File: config.mk
export PLATFORM = sky130hd
export DESIGN_NAME = ccd_top
export DESIGN_NICKNAME = d
export VERILOG_FILES = /design/src/design/ccd_pkg.sv /design/src/design/ccd_byte_cmp.sv /design/src/design/ccd_cdb_parse.sv /design/src/design/ccd_top.sv
export SDC_FILE = /design/constraint.sdc
export NUM_CORES = 1
export LEC_CHECK = 0
export BUFFER_PORTS_ARGS = -buffer_cell sky130_fd_sc_hd__buf_2
export CORE_UTILIZATION = 55
export DETAILED_ROUTE_END_ITERATION = 16
export PLACE_DENSITY = 0.78
export SLEW_MARGIN = 20
export SYNTH_ARGS = -nofsm -noshare
export SYNTH_HDL_FRONTEND = slang
export SYNTH_SLANG_ARGS = --single-unit
File: constraint.sdc
create_clock -name mclk_in -period 5.5 [get_ports mclk_in]
set_input_delay 1.1 -clock mclk_in [delete_from_list [all_inputs] [get_ports mclk_in]]
set_output_delay 1.1 -clock mclk_in [all_outputs]
set_load 0.1 [all_outputs]
File: src/design/ccd_pkg.sv
/*
  shared constants, types and decode helpers of the copy/compare command decoder.
  assumes one clock domain; every user imports the whole package.
*/
package ccd_pkg;

  // ==========================================================================
  // command block layout
  localparam logic [7:0] OP_COPY      = 8'h18;
  localparam logic [7:0] OP_COMPARE   = 8'h39;
  localparam logic [3:0] CPY_LAST     = 4'h5;   // control byte of the six-byte block
  localparam logic [3:0] CMP_LAST     = 4'h9;   // control byte of the ten-byte block
  localparam logic [3:0] CPY_LEN_LO   = 4'h2;   // first length byte, msb first
  localparam logic [3:0] CMP_LEN_LO   = 4'h3;
  localparam logic [3:0] LEN_SPAN     = 4'h2;   // three length bytes: lo .. lo+2
  localparam logic [3:0] LUN_BYTE     = 4'h1;
  localparam int         LUN_MSB      = 7;
  localparam int         LUN_LSB      = 5;
  localparam int         PAD_BIT      = 0;

  // ==========================================================================
  // parameter list header and descriptors
  localparam logic [23:0] HDR_LEN     = 24'h000004;
  localparam logic [23:0] HDR_FUNC    = 24'h000000;
  localparam int          FUNC_MSB    = 7;
  localparam int          FUNC_LSB    = 3;
  localparam int          PRIO_MSB    = 2;
  localparam int          PRIO_LSB    = 0;
  localparam int          CAT_BIT     = 3;
  localparam logic [9:0]  MAX_SEG     = 10'h100;
  localparam logic [2:0]  OTHER_PRIO  = 3'h1;   // priority of every other command

  localparam logic [4:0] FN_BLK_STR = 5'h00;
  localparam logic [4:0] FN_STR_BLK = 5'h01;
  localparam logic [4:0] FN_BLK_BLK = 5'h02;
  localparam logic [4:0] FN_STR_STR = 5'h03;
  localparam logic [4:0] FN_IMAGE   = 5'h04;
  localparam logic [4:0] DT_SEQ     = 5'h01;    // sequential-access device type

  typedef enum logic [2:0] {FMT_BLK_STR, FMT_BLK_BLK, FMT_STR_STR, FMT_IMAGE, FMT_NONE} ccd_fmt_type;
  typedef enum logic [2:0] {ST_IDLE, ST_CDB, ST_PARAM, ST_EXEC, ST_DONE} ccd_state_type;

  // ==========================================================================
  // device type classes
  function automatic logic ccd_is_block(input logic [4:0] t);
    ccd_is_block = (t == 5'h00) || (t == 5'h04) || (t == 5'h05) || (t == 5'h07);
  endfunction : ccd_is_block

  function automatic logic ccd_is_stream(input logic [4:0] t);
    ccd_is_stream = (t == 5'h01) || (t == 5'h02) || (t == 5'h03) || (t == 5'h09);
  endfunction : ccd_is_stream

endpackage : ccd_pkg

File: src/design/ccd_byte_cmp.sv
/*
  moves source bytes to the destination, or in compare mode checks them byte by byte.
  assumes clear_in is pulsed before each command's data phase.
*/
`timescale 1ns/1ps
module ccd_byte_cmp (
  input  wire logic       clk_in,
  input  wire logic       rst_b_in,
  input  wire logic       clear_in,
  input  wire logic       en_in,
  input  wire logic       cmp_mode_in,
  input  wire logic [7:0] src_in,
  input  wire logic [7:0] dst_in,
  output logic            wr_out,
  output logic [7:0]      wr_byte_out,
  output logic            miscmp_out
);

  logic       wr_q;
  logic [7:0] wr_byte_q;
  logic       miscmp_q;

  wire logic differ = en_in && cmp_mode_in && (src_in != dst_in);

  // compare never writes, so the destination stays untouched on a mismatch
  always_ff @(posedge clk_in or negedge rst_b_in) begin
    if (!rst_b_in) begin
      wr_q      <= 1'b0;
      wr_byte_q <= 8'h00;
      miscmp_q  <= 1'b0;
    end else begin
      wr_q <= en_in && !cmp_mode_in;
      if (en_in) begin
        wr_byte_q <= src_in;
      end
      miscmp_q <= differ || (miscmp_q && !clear_in);   // sticky; a new mismatch beats clear
    end
  end

  assign wr_out      = wr_q;
  assign wr_byte_out = wr_byte_q;
  assign miscmp_out  = miscmp_q;

endmodule : ccd_byte_cmp

File: src/design/ccd_cdb_parse.sv
/*
  collects the bytes of a command block and pulls out the copy/compare fields.
  assumes start_in marks byte zero and bytes arrive one per valid cycle.
*/
`timescale 1ns/1ps
module ccd_cdb_parse
  import ccd_pkg::*;
(
  input  wire logic        clk_in,
  input  wire logic        rst_b_in,
  input  wire logic [7:0]  byte_in,
  input  wire logic        valid_in,
  input  wire logic        start_in,
  output logic             done_out,
  output logic             compare_out,
  output logic             bad_op_out,
  output logic [2:0]       lun_out,
  output logic             pad_out,
  output logic [23:0]      len_out
);

  logic [3:0] idx_q;
  logic       active_q;
  logic       done_q;
  logic       bad_q;
  logic       cmp_q;
  logic [2:0] lun_q;
  logic       pad_q;
  logic [23:0] len_q;

  // ==========================================================================
  // per-opcode layout selection
  wire logic       is_copy  = (byte_in == OP_COPY);
  wire logic       is_cmp   = (byte_in == OP_COMPARE);
  wire logic [3:0] len_lo   = cmp_q ? CMP_LEN_LO : CPY_LEN_LO;
  wire logic [3:0] last_idx = cmp_q ? CMP_LAST : CPY_LAST;
  wire logic       take     = valid_in && !start_in && active_q;
  wire logic       in_len   = (idx_q >= len_lo) && (idx_q <= len_lo + LEN_SPAN);

  // byte walk; other opcodes finish at once flagged as not ours
  always_ff @(posedge clk_in or negedge rst_b_in) begin
    if (!rst_b_in) begin
      idx_q    <= 4'h0;
      active_q <= 1'b0;
      done_q   <= 1'b0;
      bad_q    <= 1'b0;
      cmp_q    <= 1'b0;
      lun_q    <= 3'h0;
      pad_q    <= 1'b0;
      len_q    <= 24'h000000;
    end else begin
      done_q <= 1'b0;
      if (valid_in && start_in) begin
        idx_q    <= 4'h1;
        cmp_q    <= is_cmp;
        active_q <= is_copy || is_cmp;
        done_q   <= !(is_copy || is_cmp);
        bad_q    <= !(is_copy || is_cmp);
        len_q    <= 24'h000000;
      end else if (take) begin
        idx_q <= idx_q + 4'h1;
        if (idx_q == LUN_BYTE) begin
          lun_q <= byte_in[LUN_MSB:LUN_LSB];
          pad_q <= byte_in[PAD_BIT];
        end
        if (in_len) begin
          len_q <= {len_q[15:0], byte_in};   // msb first
        end
        if (idx_q == last_idx) begin
          active_q <= 1'b0;
          done_q   <= 1'b1;
        end
      end
    end
  end

  assign done_out    = done_q;
  assign compare_out = cmp_q;
  assign bad_op_out  = bad_q;
  assign lun_out     = lun_q;
  assign pad_out     = pad_q;
  assign len_out     = len_q;

endmodule : ccd_cdb_parse

File: src/design/ccd_top.sv
/*
  copy manager front end: decodes COPY and COMPARE blocks, walks the parameter list,
  runs the byte move or compare and reports status with sense fields.
  assumes the bus phase logic feeds command and DATA OUT bytes and a data engine
  supplies source/destination bytes while copy_run_out is high.
*/
// What this block does
// - copy block: six bytes, opcode, length, control
// - compare block: ten bytes, length in three-five
// - compare checks bytes instead of writing destination
// - mismatch ends compare with miscompare check
// - zero list length is fine, no data
// - four-byte header: function, priority, then descriptors
// - function code picks descriptor layout; subset allowed
// - codes zero to four name the transfers
// - block and stream device types grouped
// - copy scheduled by priority, others one
// - at most 256 descriptors, numbered upward
// - pad and catenate steer partial blocks
// - this unit manages the copy; third-party optional
// - unsupported arrangement gives illegal request
`timescale 1ns/1ps
module ccd_top
  import ccd_pkg::*;
#(
  parameter logic [4:0] FUNC_MASK   = 5'h1f,  // supported function codes, bit per code
  parameter bit         THIRD_PARTY = 1'b0,   // manage copies between two other units
  parameter int         SEG_LEN_BS  = 12,     // block/stream descriptor bytes
  parameter int         SEG_LEN_BB  = 16,
  parameter int         SEG_LEN_SS  = 16,
  parameter int         SEG_LEN_IMG = 16,
  parameter logic [3:0] SK_ILLEGAL  = 4'h5,
  parameter logic [3:0] SK_MISCMP   = 4'he,
  parameter logic [7:0] ASC_BAD_PAR = 8'h26
) (
  input  wire logic                 mclk_in,
  input  wire logic                 rst_b_in,
  input  wire logic [7:0]           cdb_byte_in,
  input  wire logic                 cdb_valid_in,
  input  wire logic                 cdb_start_in,
  input  wire logic [7:0]           par_byte_in,
  input  wire logic                 par_valid_in,
  input  wire logic [4:0]           own_type_in,
  input  wire logic                 other_pending_in,
  input  wire logic [7:0]           src_byte_in,
  input  wire logic [7:0]           dst_byte_in,
  input  wire logic                 xfer_valid_in,
  input  wire logic                 xfer_done_in,
  output logic                      busy_out,
  output logic                      want_data_out,
  output logic [23:0]               par_len_out,
  output logic                      compare_out,
  output logic [2:0]                lun_out,
  output logic                      pad_out,
  output logic                      cat_out,
  output logic [4:0]                func_out,
  output ccd_pkg::ccd_fmt_type      seg_fmt_out,
  output logic [7:0]                desc_byte_out,
  output logic                      desc_valid_out,
  output logic [4:0]                desc_pos_out,
  output logic [9:0]                desc_idx_out,
  output logic [2:0]                sched_prio_out,
  output logic                      copy_run_out,
  output logic                      other_hold_out,
  output logic [7:0]                dst_byte_out,
  output logic                      dst_wr_out,
  output logic                      done_out,
  output logic                      check_out,
  output logic [3:0]                sense_key_out,
  output logic [7:0]                asc_out,
  output logic [9:0]                seg_num_out
);

  // elaboration check: position counters are five bits wide
  if (SEG_LEN_BS < 1 || SEG_LEN_BS > 31 || SEG_LEN_BB < 1 || SEG_LEN_BB > 31 ||
      SEG_LEN_SS < 1 || SEG_LEN_SS > 31 || SEG_LEN_IMG < 1 || SEG_LEN_IMG > 31) begin : g_bad_seg_len
    $error("descriptor lengths must lie in 1..31");
  end

  // ==========================================================================
  // command block parser
  logic        cdb_done;
  logic        cdb_cmp;
  logic        cdb_bad;
  logic [2:0]  cdb_lun;
  logic        cdb_pad;
  logic [23:0] cdb_len;

  ccd_cdb_parse u_parse (
    .clk_in      (mclk_in),
    .rst_b_in    (rst_b_in),
    .byte_in     (cdb_byte_in),
    .valid_in    (cdb_valid_in),
    .start_in    (cdb_start_in),
    .done_out    (cdb_done),
    .compare_out (cdb_cmp),
    .bad_op_out  (cdb_bad),
    .lun_out     (cdb_lun),
    .pad_out     (cdb_pad),
    .len_out     (cdb_len)
  );

  // ==========================================================================
  // state and held fields
  ccd_state_type st_q, st_d;
  logic        cmp_q;
  logic        pad_q;
  logic        cat_q;
  logic [2:0]  lun_q;
  logic [23:0] len_q;
  logic [23:0] pcnt_q;
  logic [4:0]  func_q;
  logic [2:0]  prio_q;
  logic        func_bad_q;
  logic [4:0]  segpos_q;
  logic [9:0]  segidx_q;
  logic        err_q;
  ccd_fmt_type fmt_q;
  logic [7:0]  dbyte_q;
  logic        dvalid_q;
  logic [4:0]  dpos_q;
  logic [9:0]  didx_q;
  logic        busy_q;
  logic        want_q;
  logic [2:0]  sprio_q;
  logic        run_q;
  logic        hold_q;
  logic        done_q;
  logic        check_q;
  logic [3:0]  sk_q;
  logic [7:0]  asc_q;
  logic [9:0]  segnum_q;

  // ==========================================================================
  // header decode: layout and support of the arrangement
  wire logic [4:0] hdr_func = par_byte_in[FUNC_MSB:FUNC_LSB];
  wire logic [2:0] hdr_prio = par_byte_in[PRIO_MSB:PRIO_LSB];
  // codes map onto the shared block and stream layouts
  wire ccd_fmt_type hdr_fmt = (hdr_func == FN_BLK_STR || hdr_func == FN_STR_BLK) ? FMT_BLK_STR :
                              (hdr_func == FN_BLK_BLK) ? FMT_BLK_BLK :
                              (hdr_func == FN_STR_STR) ? FMT_STR_STR :
                              (hdr_func == FN_IMAGE)   ? FMT_IMAGE : FMT_NONE;
  wire logic own_blk = ccd_is_block(own_type_in);
  wire logic own_str = ccd_is_stream(own_type_in);
  // without third-party support this unit must be the source or the destination
  wire logic own_in  = (hdr_fmt == FMT_BLK_STR) ? (own_blk || own_str) :
                       (hdr_fmt == FMT_BLK_BLK) ? own_blk :
                       (hdr_fmt == FMT_STR_STR) ? own_str :
                       (own_type_in == DT_SEQ);
  // mask widened to eight so codes five to seven never index past its end
  wire logic [7:0] func_mask8 = {3'h0, FUNC_MASK};
  // unlisted code, masked subset, or foreign arrangement is refused
  wire logic hdr_bad = (hdr_fmt == FMT_NONE) || !func_mask8[hdr_func[2:0]] || (hdr_func > FN_IMAGE) ||
                       (!THIRD_PARTY && !own_in);
  wire logic [4:0] seg_len = (fmt_q == FMT_BLK_STR) ? 5'(SEG_LEN_BS) :
                             (fmt_q == FMT_BLK_BLK) ? 5'(SEG_LEN_BB) :
                             (fmt_q == FMT_STR_STR) ? 5'(SEG_LEN_SS) : 5'(SEG_LEN_IMG);

  // ==========================================================================
  // parameter list walk
  wire logic        par_take  = (st_q == ST_PARAM) && par_valid_in;
  wire logic        in_hdr    = pcnt_q < HDR_LEN;
  wire logic        par_last  = par_take && (pcnt_q == len_q - 24'h000001);
  wire logic        seg_wrap  = par_take && !in_hdr && (segpos_q == seg_len - 5'h01);
  wire logic [4:0]  segpos_d  = seg_wrap ? 5'h00 : (segpos_q + 5'h01);
  wire logic [9:0]  segidx_d  = (seg_wrap && segidx_q != 10'h3ff) ? segidx_q + 10'h001 : segidx_q;
  wire logic        hdr0_now  = par_take && (pcnt_q == HDR_FUNC);
  wire logic        func_bad  = hdr0_now ? hdr_bad : func_bad_q;
  // short header, header with no descriptors, ragged tail, too many descriptors or refused function
  wire logic        list_err  = (len_q < HDR_LEN) || (in_hdr ? 1'b0 : (segpos_d != 5'h00)) ||
                                (segidx_d > MAX_SEG) || func_bad || (len_q == HDR_LEN);
  wire logic        eng_en    = (st_q == ST_EXEC) && xfer_valid_in && run_q;

  // ==========================================================================
  // next state
  always_comb begin
    st_d = st_q;
    case (st_q)
      ST_IDLE:  if (cdb_valid_in && cdb_start_in) st_d = ST_CDB;
      ST_CDB:   if (cdb_done) st_d = cdb_bad ? ST_IDLE : ((cdb_len == 24'h000000) ? ST_DONE : ST_PARAM);
      ST_PARAM: if (par_last) st_d = list_err ? ST_DONE : ST_EXEC;
      ST_EXEC:  if (xfer_done_in) st_d = ST_DONE;
      ST_DONE:  st_d = ST_IDLE;
      default:  st_d = ST_IDLE;
    endcase
  end

  // command capture and list bookkeeping
  always_ff @(posedge mclk_in or negedge rst_b_in) begin
    if (!rst_b_in) begin
      st_q <= ST_IDLE; cmp_q <= 1'b0; pad_q <= 1'b0; lun_q <= 3'h0; len_q <= 24'h000000;
      pcnt_q <= 24'h000000; func_q <= 5'h00; prio_q <= OTHER_PRIO; func_bad_q <= 1'b0;
      segpos_q <= 5'h00; segidx_q <= 10'h000; err_q <= 1'b0; fmt_q <= FMT_NONE; cat_q <= 1'b0;
    end else begin
      st_q <= st_d;
      if (st_q == ST_CDB && cdb_done) begin
        cmp_q <= cdb_cmp; pad_q <= cdb_pad; lun_q <= cdb_lun; len_q <= cdb_len;
        pcnt_q <= 24'h000000; segpos_q <= 5'h00; segidx_q <= 10'h000; err_q <= 1'b0;
        func_bad_q <= 1'b0;
      end
      if (par_take) begin
        pcnt_q <= pcnt_q + 24'h000001;
        if (!in_hdr) segpos_q <= segpos_d;
        segidx_q <= segidx_d;
        if (!in_hdr && segpos_q == 5'h00) cat_q <= par_byte_in[CAT_BIT];   // per-descriptor catenate
      end
      if (hdr0_now) begin
        func_q <= hdr_func; prio_q <= hdr_prio; fmt_q <= hdr_fmt; func_bad_q <= hdr_bad;
      end
      if (par_last) err_q <= list_err;
    end
  end

  // ==========================================================================
  // byte engine
  logic miscmp;
  ccd_byte_cmp u_cmp (
    .clk_in      (mclk_in),
    .rst_b_in    (rst_b_in),
    .clear_in    (st_q == ST_CDB),
    .en_in       (eng_en),
    .cmp_mode_in (cmp_q),
    .src_in      (src_byte_in),
    .dst_in      (dst_byte_in),
    .wr_out      (dst_wr_out),
    .wr_byte_out (dst_byte_out),
    .miscmp_out  (miscmp)
  );

  // descriptor bytes forwarded with their position and number
  always_ff @(posedge mclk_in or negedge rst_b_in) begin
    if (!rst_b_in) begin
      dbyte_q <= 8'h00; dvalid_q <= 1'b0; dpos_q <= 5'h00; didx_q <= 10'h000;
    end else begin
      dvalid_q <= par_take && !in_hdr;
      dbyte_q  <= par_byte_in;
      dpos_q   <= segpos_q;
      didx_q   <= segidx_q;   // ascending from zero in arrival order
    end
  end

  // scheduling: an urgent copy holds others back, a lax one yields to them
  always_ff @(posedge mclk_in or negedge rst_b_in) begin
    if (!rst_b_in) begin
      sprio_q <= OTHER_PRIO; run_q <= 1'b0; hold_q <= 1'b0; busy_q <= 1'b0; want_q <= 1'b0;
    end else begin
      sprio_q <= (st_d == ST_EXEC) ? prio_q : OTHER_PRIO;
      run_q   <= (st_d == ST_EXEC) && !(other_pending_in && prio_q > OTHER_PRIO);
      hold_q  <= (st_d == ST_EXEC) && (prio_q < OTHER_PRIO);
      busy_q  <= st_d != ST_IDLE;
      want_q  <= (st_d == ST_PARAM) && !par_last;
    end
  end

  // status: list errors are illegal requests, compare mismatches miscompare
  always_ff @(posedge mclk_in or negedge rst_b_in) begin
    if (!rst_b_in) begin
      done_q <= 1'b0; check_q <= 1'b0; sk_q <= 4'h0; asc_q <= 8'h00; segnum_q <= 10'h000;
    end else begin
      done_q <= st_q == ST_DONE;
      if (st_q == ST_DONE) begin
        check_q  <= err_q || (cmp_q && miscmp);
        sk_q     <= err_q ? SK_ILLEGAL : ((cmp_q && miscmp) ? SK_MISCMP : 4'h0);
        asc_q    <= err_q ? ASC_BAD_PAR : 8'h00;
        segnum_q <= segidx_q;                                      // same fields as a failed copy
      end
    end
  end

  assign busy_out = busy_q;         assign want_data_out = want_q;   assign par_len_out = len_q;
  assign compare_out = cmp_q;       assign lun_out = lun_q;          assign pad_out = pad_q;
  assign cat_out = cat_q;           assign func_out = func_q;        assign seg_fmt_out = fmt_q;
  assign desc_byte_out = dbyte_q;   assign desc_valid_out = dvalid_q; assign desc_pos_out = dpos_q;
  assign desc_idx_out = didx_q;     assign sched_prio_out = sprio_q; assign copy_run_out = run_q;
  assign other_hold_out = hold_q;   assign done_out = done_q;        assign check_out = check_q;
  assign sense_key_out = sk_q;      assign asc_out = asc_q;          assign seg_num_out = segnum_q;

  // ==========================================================================
  // assertions
  property p_zero_len;
    @(posedge mclk_in) disable iff (!rst_b_in)
      (st_q == ST_CDB && cdb_done && !cdb_bad && cdb_len == 24'h000000) |-> ##2 (done_q && !check_q);
  endproperty
  a_zero_len: assert property (p_zero_len) else $error("zero length list not clean");
  property p_miscmp;
    @(posedge mclk_in) disable iff (!rst_b_in)
      (st_q == ST_EXEC && xfer_done_in && cmp_q && miscmp) |-> ##2 (done_q && check_q && sk_q == SK_MISCMP);
  endproperty
  a_miscmp: assert property (p_miscmp) else $error("miscompare not reported");
  property p_no_write;
    @(posedge mclk_in) disable iff (!rst_b_in) (st_q == ST_EXEC && cmp_q) |=> !dst_wr_out;
  endproperty
  a_no_write: assert property (p_no_write) else $error("compare wrote destination");
  property p_copy_write;
    @(posedge mclk_in) disable iff (!rst_b_in) (eng_en && !cmp_q) |=> (dst_wr_out && dst_byte_out == $past(src_byte_in));
  endproperty
  a_copy_write: assert property (p_copy_write) else $error("copy byte not written");
  property p_yield;
    @(posedge mclk_in) disable iff (!rst_b_in)
      (st_q == ST_EXEC && st_d == ST_EXEC && other_pending_in && prio_q > OTHER_PRIO) |=> !copy_run_out;
  endproperty
  a_yield: assert property (p_yield) else $error("lax copy did not yield");
  property p_idle_prio;
    @(posedge mclk_in) disable iff (!rst_b_in) (st_q == ST_IDLE && $past(st_q) == ST_IDLE) |-> sched_prio_out == OTHER_PRIO;
  endproperty
  a_idle_prio: assert property (p_idle_prio) else $error("idle priority not one");
  property p_ragged;
    @(posedge mclk_in) disable iff (!rst_b_in)
      (par_last && !in_hdr && segpos_d != 5'h00) |-> ##2 (done_q && check_q && sk_q == SK_ILLEGAL && asc_q == ASC_BAD_PAR);
  endproperty
  a_ragged: assert property (p_ragged) else $error("ragged list accepted");
  property p_bad_func;
    @(posedge mclk_in) disable iff (!rst_b_in) (par_last && func_bad) |-> ##2 (check_q && sk_q == SK_ILLEGAL);
  endproperty
  a_bad_func: assert property (p_bad_func) else $error("unsupported function accepted");
  property p_seg_count;
    @(posedge mclk_in) disable iff (!rst_b_in) (seg_wrap && segidx_q < MAX_SEG) |=> segidx_q == $past(segidx_q) + 10'h001;
  endproperty
  a_seg_count: assert property (p_seg_count) else $error("descriptor number not ascending");

endmodule : ccd_top

Yosys cells after proc, flatten, opt, wreduce, memory -nomap -nowiden
Memory sizes are Yosys's and may differ from the RTL's.
Index checks and enable logic that the tools add are counted.
{ "word_totals": {"register_bits": 186, "rom_bits": 8, "input_bits": 45, "mem_count": 1} }
{ "op_classes": {"add_sub_neg": 7, "n_lt_le_gt_ge": 9, "n_eq_ne": 29, "muxes": 48, "n_bitwise": 1, "reduce_logical": 70} }
{ "memory_table": {"columns": ["name", "words", "word_bits", "rd", "rd_clocked_by_memory_dff", "write_ports", "line", "rtl"], "rows": [
  ["(name not given)", 8, 1, 1, 0, 0, "ccd_top.sv:153", "wire logic hdr_bad = (hdr_fmt == FMT_NONE) || !func_mask8[hdr_func[2:0]] || (hdr_func > FN_IMAGE) ||"]
]} }
{ "ops": {"columns": ["operator", "count"], "rows": [
  ["$mux W24", 5],
  ["$logic_not A24 Y1", 2],
  ["$lt A24 B3 Y1 const B", 2],
  ["$mux W3", 12],
  ["$mux W10", 3],
  ["$mux W5", 5],
  ["$add A24 B1 Y24 const B", 1],
  ["$eq A24 B24 Y1", 1],
  ["$eq A24 B3 Y1 const B", 1],
  ["$sub A24 B1 Y24 const B", 1],
  ["$logic_and A1 B1 Y1", 23],
  ["$eq A5 B2 Y1 const B", 4],
  ["$eq A5 B3 Y1 const B", 4],
  ["$mux W4", 5],
  ["$logic_or A1 B1 Y1", 18],
  ["$mux W1", 16],
  ["$eq A3 B2 Y1 const B", 5],
  ["$logic_not A5 Y1", 3],
  ["$pmux W3 S4", 1],
  ["$reduce_bool A2 Y1", 6],
  ["$add A10 B1 Y10 const B", 1],
  ["$eq A5 B1 Y1 const B", 2],
  ["$gt A10 B9 Y1 const B", 1],
  ["$ne A10 B10 Y1 const B", 1],
  ["27 further kinds", 41]
]} }

Depth between registers and ports, before layout
{ "logic_depth": {"depth_word": 19, "depth_mapped": 11} }

Cells and area by module
From an unflattened synthesis, not the netlist that was laid out.
{ "unflattened": {"cells_unflattened": 948, "hier_area_um2": 9262.6} }
{ "by_module_without_submodules": {"columns": ["mod", "n_inst", "cells_per_inst", "area_each_um2"], "rows": [
  ["ccd_top", 1, 724, 6815.3],
  ["ccd_cdb_parse", 1, 191, 1990.7],
  ["ccd_byte_cmp", 1, 33, 456.7]
]} }

Worst setup path before layout
No wires, ideal clock.
{ "synth_path": {"path_kind": "reg2reg", "startpoint": "register len_q[9] (netlist: par_len_out[9])", "endpoint": "register st_q[1]", "arrival_time_ns": 3.497, "t_required_ns": 5.382, "setup_slack_ns": 1.885, "path_stages_with_launch": 12, "path_buffers": 3, "period_less_slack_ns": 3.615, "cell_sequence": "dfrtp_1 > buf_2 > or4_4 > buf_6 > or2_1 > buf_6 > nor4_2 > o32ai_1 > or4_1 > nor4_2 > a21bo_2 > a21o_1"} }
{ "synth_via": {"elab_chain_len": 8, "word_cells_on_any_way": 12, "cone_classes": "1 x add/sub; 1 x order compare; 2 x eq/ne; 3 x mux; 5 x reduce/logical"} }
{ "synth_rtl": {"columns": ["element", "line", "rtl"], "rows": [
  ["start: declaration", "ccd_top.sv:110", "logic [23:0] len_q;"],
  ["start signal: assignment", "ccd_top.sv:197", "cmp_q <= cdb_cmp; pad_q <= cdb_pad; lun_q <= cdb_lun; len_q <= cdb_len;"],
  ["parallel branches: the longest is 6 deep, another holds $sub A24 B1 Y24", null, null],
  ["$mux W3 (*)", "ccd_top.sv:181", "ST_PARAM: if (par_last) st_d = list_err ? ST_DONE : ST_EXEC;"],
  ["$pmux W3 S4 (*)", "ccd_top.sv:178", "case (st_q)"],
  ["net st_d[1]", "ccd_top.sv:105", "ccd_state_type st_q, st_d;"],
  ["end signal: assignment", "ccd_top.sv:195", "st_q <= st_d;"],
  ["end: declaration", "ccd_top.sv:105", null]
]} }
Mark *: on every way through the listed nets, which the timed path passes.
A chain may end at the register's enable or synchronous reset.

Final worst setup path
{ "layout_path": {"startpoint": "register len_q[8] (netlist: par_len_out[8])", "endpoint": "register err_q"} }
{ "layout_via": {"elab_chain_len": 6, "word_cells_on_any_way": 11, "cone_classes": "1 x add/sub; 1 x order compare; 2 x eq/ne; 1 x mux; 6 x reduce/logical"} }
{ "layout_rtl": {"columns": ["element", "line", "rtl"], "rows": [
  ["parallel branches: the longest is 6 deep, another holds $sub A24 B1 Y24", null, null],
  ["end signal: assignment", "ccd_top.sv:210", "if (par_last) err_q <= list_err;"],
  ["end: declaration", "ccd_top.sv:117", "logic err_q;"]
]} }
Several ways; the timed one is not identified.

==> results by group <==
Route
  – Post-route DRC: 0
  – Final antenna-violating net count: 0
  – Vias post-DR: 6931
  – Drt pass-1 iters: 5
  – Vias per inst: slightly below 6
  – Final WL: roughly 20000 microns
  – WL/cell: roughly 17 microns
  – Detailed Route Iter0 Violations: 470

CTS
  – Cts repair resizes: 0
  – Cts bufs inserted: 17
  – Hold-fix buffers, CTS: 0
  – Setup Fix Bufs, Post-CTS: 0
  – H-tree levels: 4
  – Worst-skew pair later-pin latency: 0.44 ns
  – TritonCTS clock tree: yes
  – CTS Buffer Depth: 2
  – Clock sinks: roughly 180
  – CTS root buf: clkbuf_16
  – Clk slew on worst S/H paths: ~0.07 ns

Timing
  – Final setup margin: 1.73 ns
  – Final number of setup-violating endpoints: 0
  – Fin. Hold Viols: 0
  – Unrepaired setup endpoints after global routing: false
  – Setup_tns: 0 ns
  – Final Max Tran Viols: 0
  – Max-slew headroom: roughly 28%
  – F_max: 0.265 GHz
  – Worst-margin pin slew: 1.07 ns
  – Fin crit share: about two thirds
  – Clock Skew: 0.0196 ns
  – Final min period: 3.77 ns

Setup path
  – Crit start category: flip-flop
  – CP Max Fanout: 9
  – Critical path cell sequence: or4_4 -> nor4_4 -> nand3_2 -> or4_1 -> o211a_1 -> nor4_1 -> o21ai_0
  – Kind of critical path: reg2reg
  – Crit-path slowest cell: nor4_1
  – CP bufs+invs: 0
  – Top Family by Delay on Critical Path: simple AND/OR/NAND/NOR gates
  – Worst path required time: 5.76 ns
  – Crit-path max cell delay: roughly 0.93 ns
  – CP Capture Type: flip-flop
  – Worst EP arrival: approximately 4 ns

Die
  – Die footprint: 16200 sq um
  – # IOs: roughly 150
  – Effective utilization at floorplan: 56.7%
  – Core area: 15300 sq um
  – Num rows: 45
  – DIE HEIGHT: roughly 130 microns
  – Die width: roughly 130 microns

Pwr
  – Sequential power share: 33.7%
  – LEAKAGE: 0.00476 uW
  – PD cells: 569 nW/um^2
  – Switching part of the total: 49.7%
  – Internal power: 2870 uW
  – Clock share of power: 21.5%
  – P_sw: 2840 uW
  – Worst VDD drop: 0.472 mV
  – Combinational share of power: 44.7%

Worst hold path
  – Worst hold path type: reg2reg

GRT
  – First-pass GRT wire length: 32900 microns
  – Largest net degree at the start of global routing: 117
  – Gr usage total: 26.0%
  – Initial antenna violation count: 1
  – Global route overflow: 0
  – Vias in the first global route: 6421

Logic synthesis
  – Cell area after synthesis: 8650 sq um
  – Synth Instances: 859
  – Warnings from Yosys: 0
  – Main synth FF type: dfrtp_1
  – Synth Register Bits: 176
  – Syn avg cell area: 10.1 sq um
  – Sequential share of the synthesized area: 51.0%
  – Synth unique cells: 70
  – Synth async-reset ratio: 100%
  – EDFF count, synth: 0

Final layout
  – Share of cells above drive strength 1: 25.7%
  – Final cell count without fillers: 1197
  – Fin nets: 1027
  – Fillers: 1213
  – P&R area growth vs syn: 15.9%

Place
  – Routability cong.: between 0.9 and 1
  – Place WS: approximately 1.8 ns
  – Port Buf Inserts: approximately 140
  – Placed Instances: 1164
  – DP HPWL: ~14000 microns

Outcome
  – Status: completed

Job
  – Max-cap violations: 0
==> kinds of logic after synthesis <==
kind of cell	after synthesis	share of synthesized area [%]
xor gates and xnor gates	44	4.45
muxes	61	7.85
and+or+nand+nor	337	19.8
buffers and inverters	72	3.85
other	1	0.0433
AOI/OAI and AO/OA	158	11.6
DFF	176	51.0
adders and majority gates	10	1.45
==> power by group through the flow <==
stage	registers, uW	clock network [uW]	logic (uW)
global placement	1920	0	2510
CTS	1920	1250	2550
detailed placement	1940	0	2540
finish	1930	1230	2550
global route	1970	1300	2700
floorplan	2920	0	1080
==> per-layer routing <==
| layer | up-vias | GRT usage [%] | part of all wire (%) |
|---|---|---|---|
| met5 | - | 0 | 0 |
| li1 | 3283 | - | - |
| met3 | 31 | 6.03 | 6.5 |
| met2 | 250 | 40.6 | 47 |
| met1 | 3367 | 35.4 | 44 |
| met4 | 0 | 10.4 | 2.4 |
==> flip-flops by register name, indices dropped and copies added, names as in the netlist, 4 cells and up <==
| name | flops |
|---|---|
| u_cmp.wr_byte_out | 8 |
| desc_idx_out | 10 |
| func_out | 5 |
| segidx_q | 10 |
| seg_num_out | 10 |
| par_len_out | 24 |
| desc_byte_out | 8 |
| u_parse.len_out | 24 |
| u_parse.idx_q | 4 |
| segpos_q | 5 |
| desc_pos_out | 5 |
| pcnt_q | 24 |
==> placed cells by master, fill, tap and decap left out, drive strengths merged, types with 6 or more instances in the layout <==
cell,count
dfrtp,173
buf,145
nand2,131
o21ai,79
mux2,55
nor2,37
nand3,36
xnor2,27
nor4,24
nor3,22
inv,22
clkbuf,18
xor2,17
nand4,15
nor2b,13
a21oi,13
and3,12
o211ai,10
ha,10
o31ai,8
mux2i,6
or2,6
==> cells in the mapped netlist (all sizes together), types with 5 or more instances <==
cell type	count	area, sq um
nor3	22	110
a211oi	5	37.5
mux2	55	619
dfrtp	173	4330
mux2i	6	60.1
a21oi	13	65.1
xnor2	27	236
clkbuf	38	143
buf	18	130
nor2b	13	81.3
or2	6	37.5
o31ai	8	60.1
nor3b	5	37.5
nor2	37	139
xor2	17	149
and3	12	75.1
o211ai	10	75.1
nand2	131	492
nand2b	5	31.3
or4	5	41.3
nand4	15	93.8
nor4	24	178
nand3	36	185
o21ai	79	395
inv	15	56.3
nor4b	5	43.8
or3	5	32.5
ha	10	125
==> worst paths after layout <==
path | from | to | slack [ns] | cells after the start
setup / recovery | par_len_out[8]$_DFFE_PN0P_ | err_q$_DFFE_PN0P_ | 1.73 | 7
hold / removal | segpos_q[4]$_DFF_PN0_ | desc_pos_out[4]$_DFF_PN0_ | 0.47 | 0
max in group asynchronous | rst_b_in | sched_prio_out[0]$_DFF_PN1_ | 3.65 | 2
hold reg to reg | segpos_q[4]$_DFF_PN0_ | desc_pos_out[4]$_DFF_PN0_ | 0.47 | 0
setup reg to reg | par_len_out[8]$_DFFE_PN0P_ | err_q$_DFFE_PN0P_ | 1.73 | 7
min in group asynchronous | rst_b_in | par_len_out[20]$_DFFE_PN0P_ | 0.82 | 1
==> layout make-up <==
type / count / area [sq um] / share of cell area, %
Clock inverter: 15 / 173 / 1.72
Clock buffer: 17 / 425 / 4.24
Tap cell: 211 / 264 / 2.63
Sequential cell: 176 / 4410 / 44.0
Multi-Input combinational cell: 615 / 3940 / 39.3
Timing Repair Buffer: 146 / 752 / 7.50
Inverter: 16 / 60.1 / 0.599
Antenna cell: 1 / 2.50 / 0.0250
==> through the flow <==
stage / util, % / area (sq um) / hold WS, ns / power, uW
2_1_floorplan: - / 8670 / 0.352 / 4000
3_3_place_gp: 61.7 / 9420 / 0.446 / 4430
3_5_place_dp: 61.7 / 9420 / 0.448 / 4480
4_1_cts: 65.6 / 10000 / 0.463 / 5720
5_1_grt: 65.7 / 10000 / 0.478 / 5970
6_report: 65.7 / 10000 / 0.470 / 5710
(Power assumes the default switching activity.)
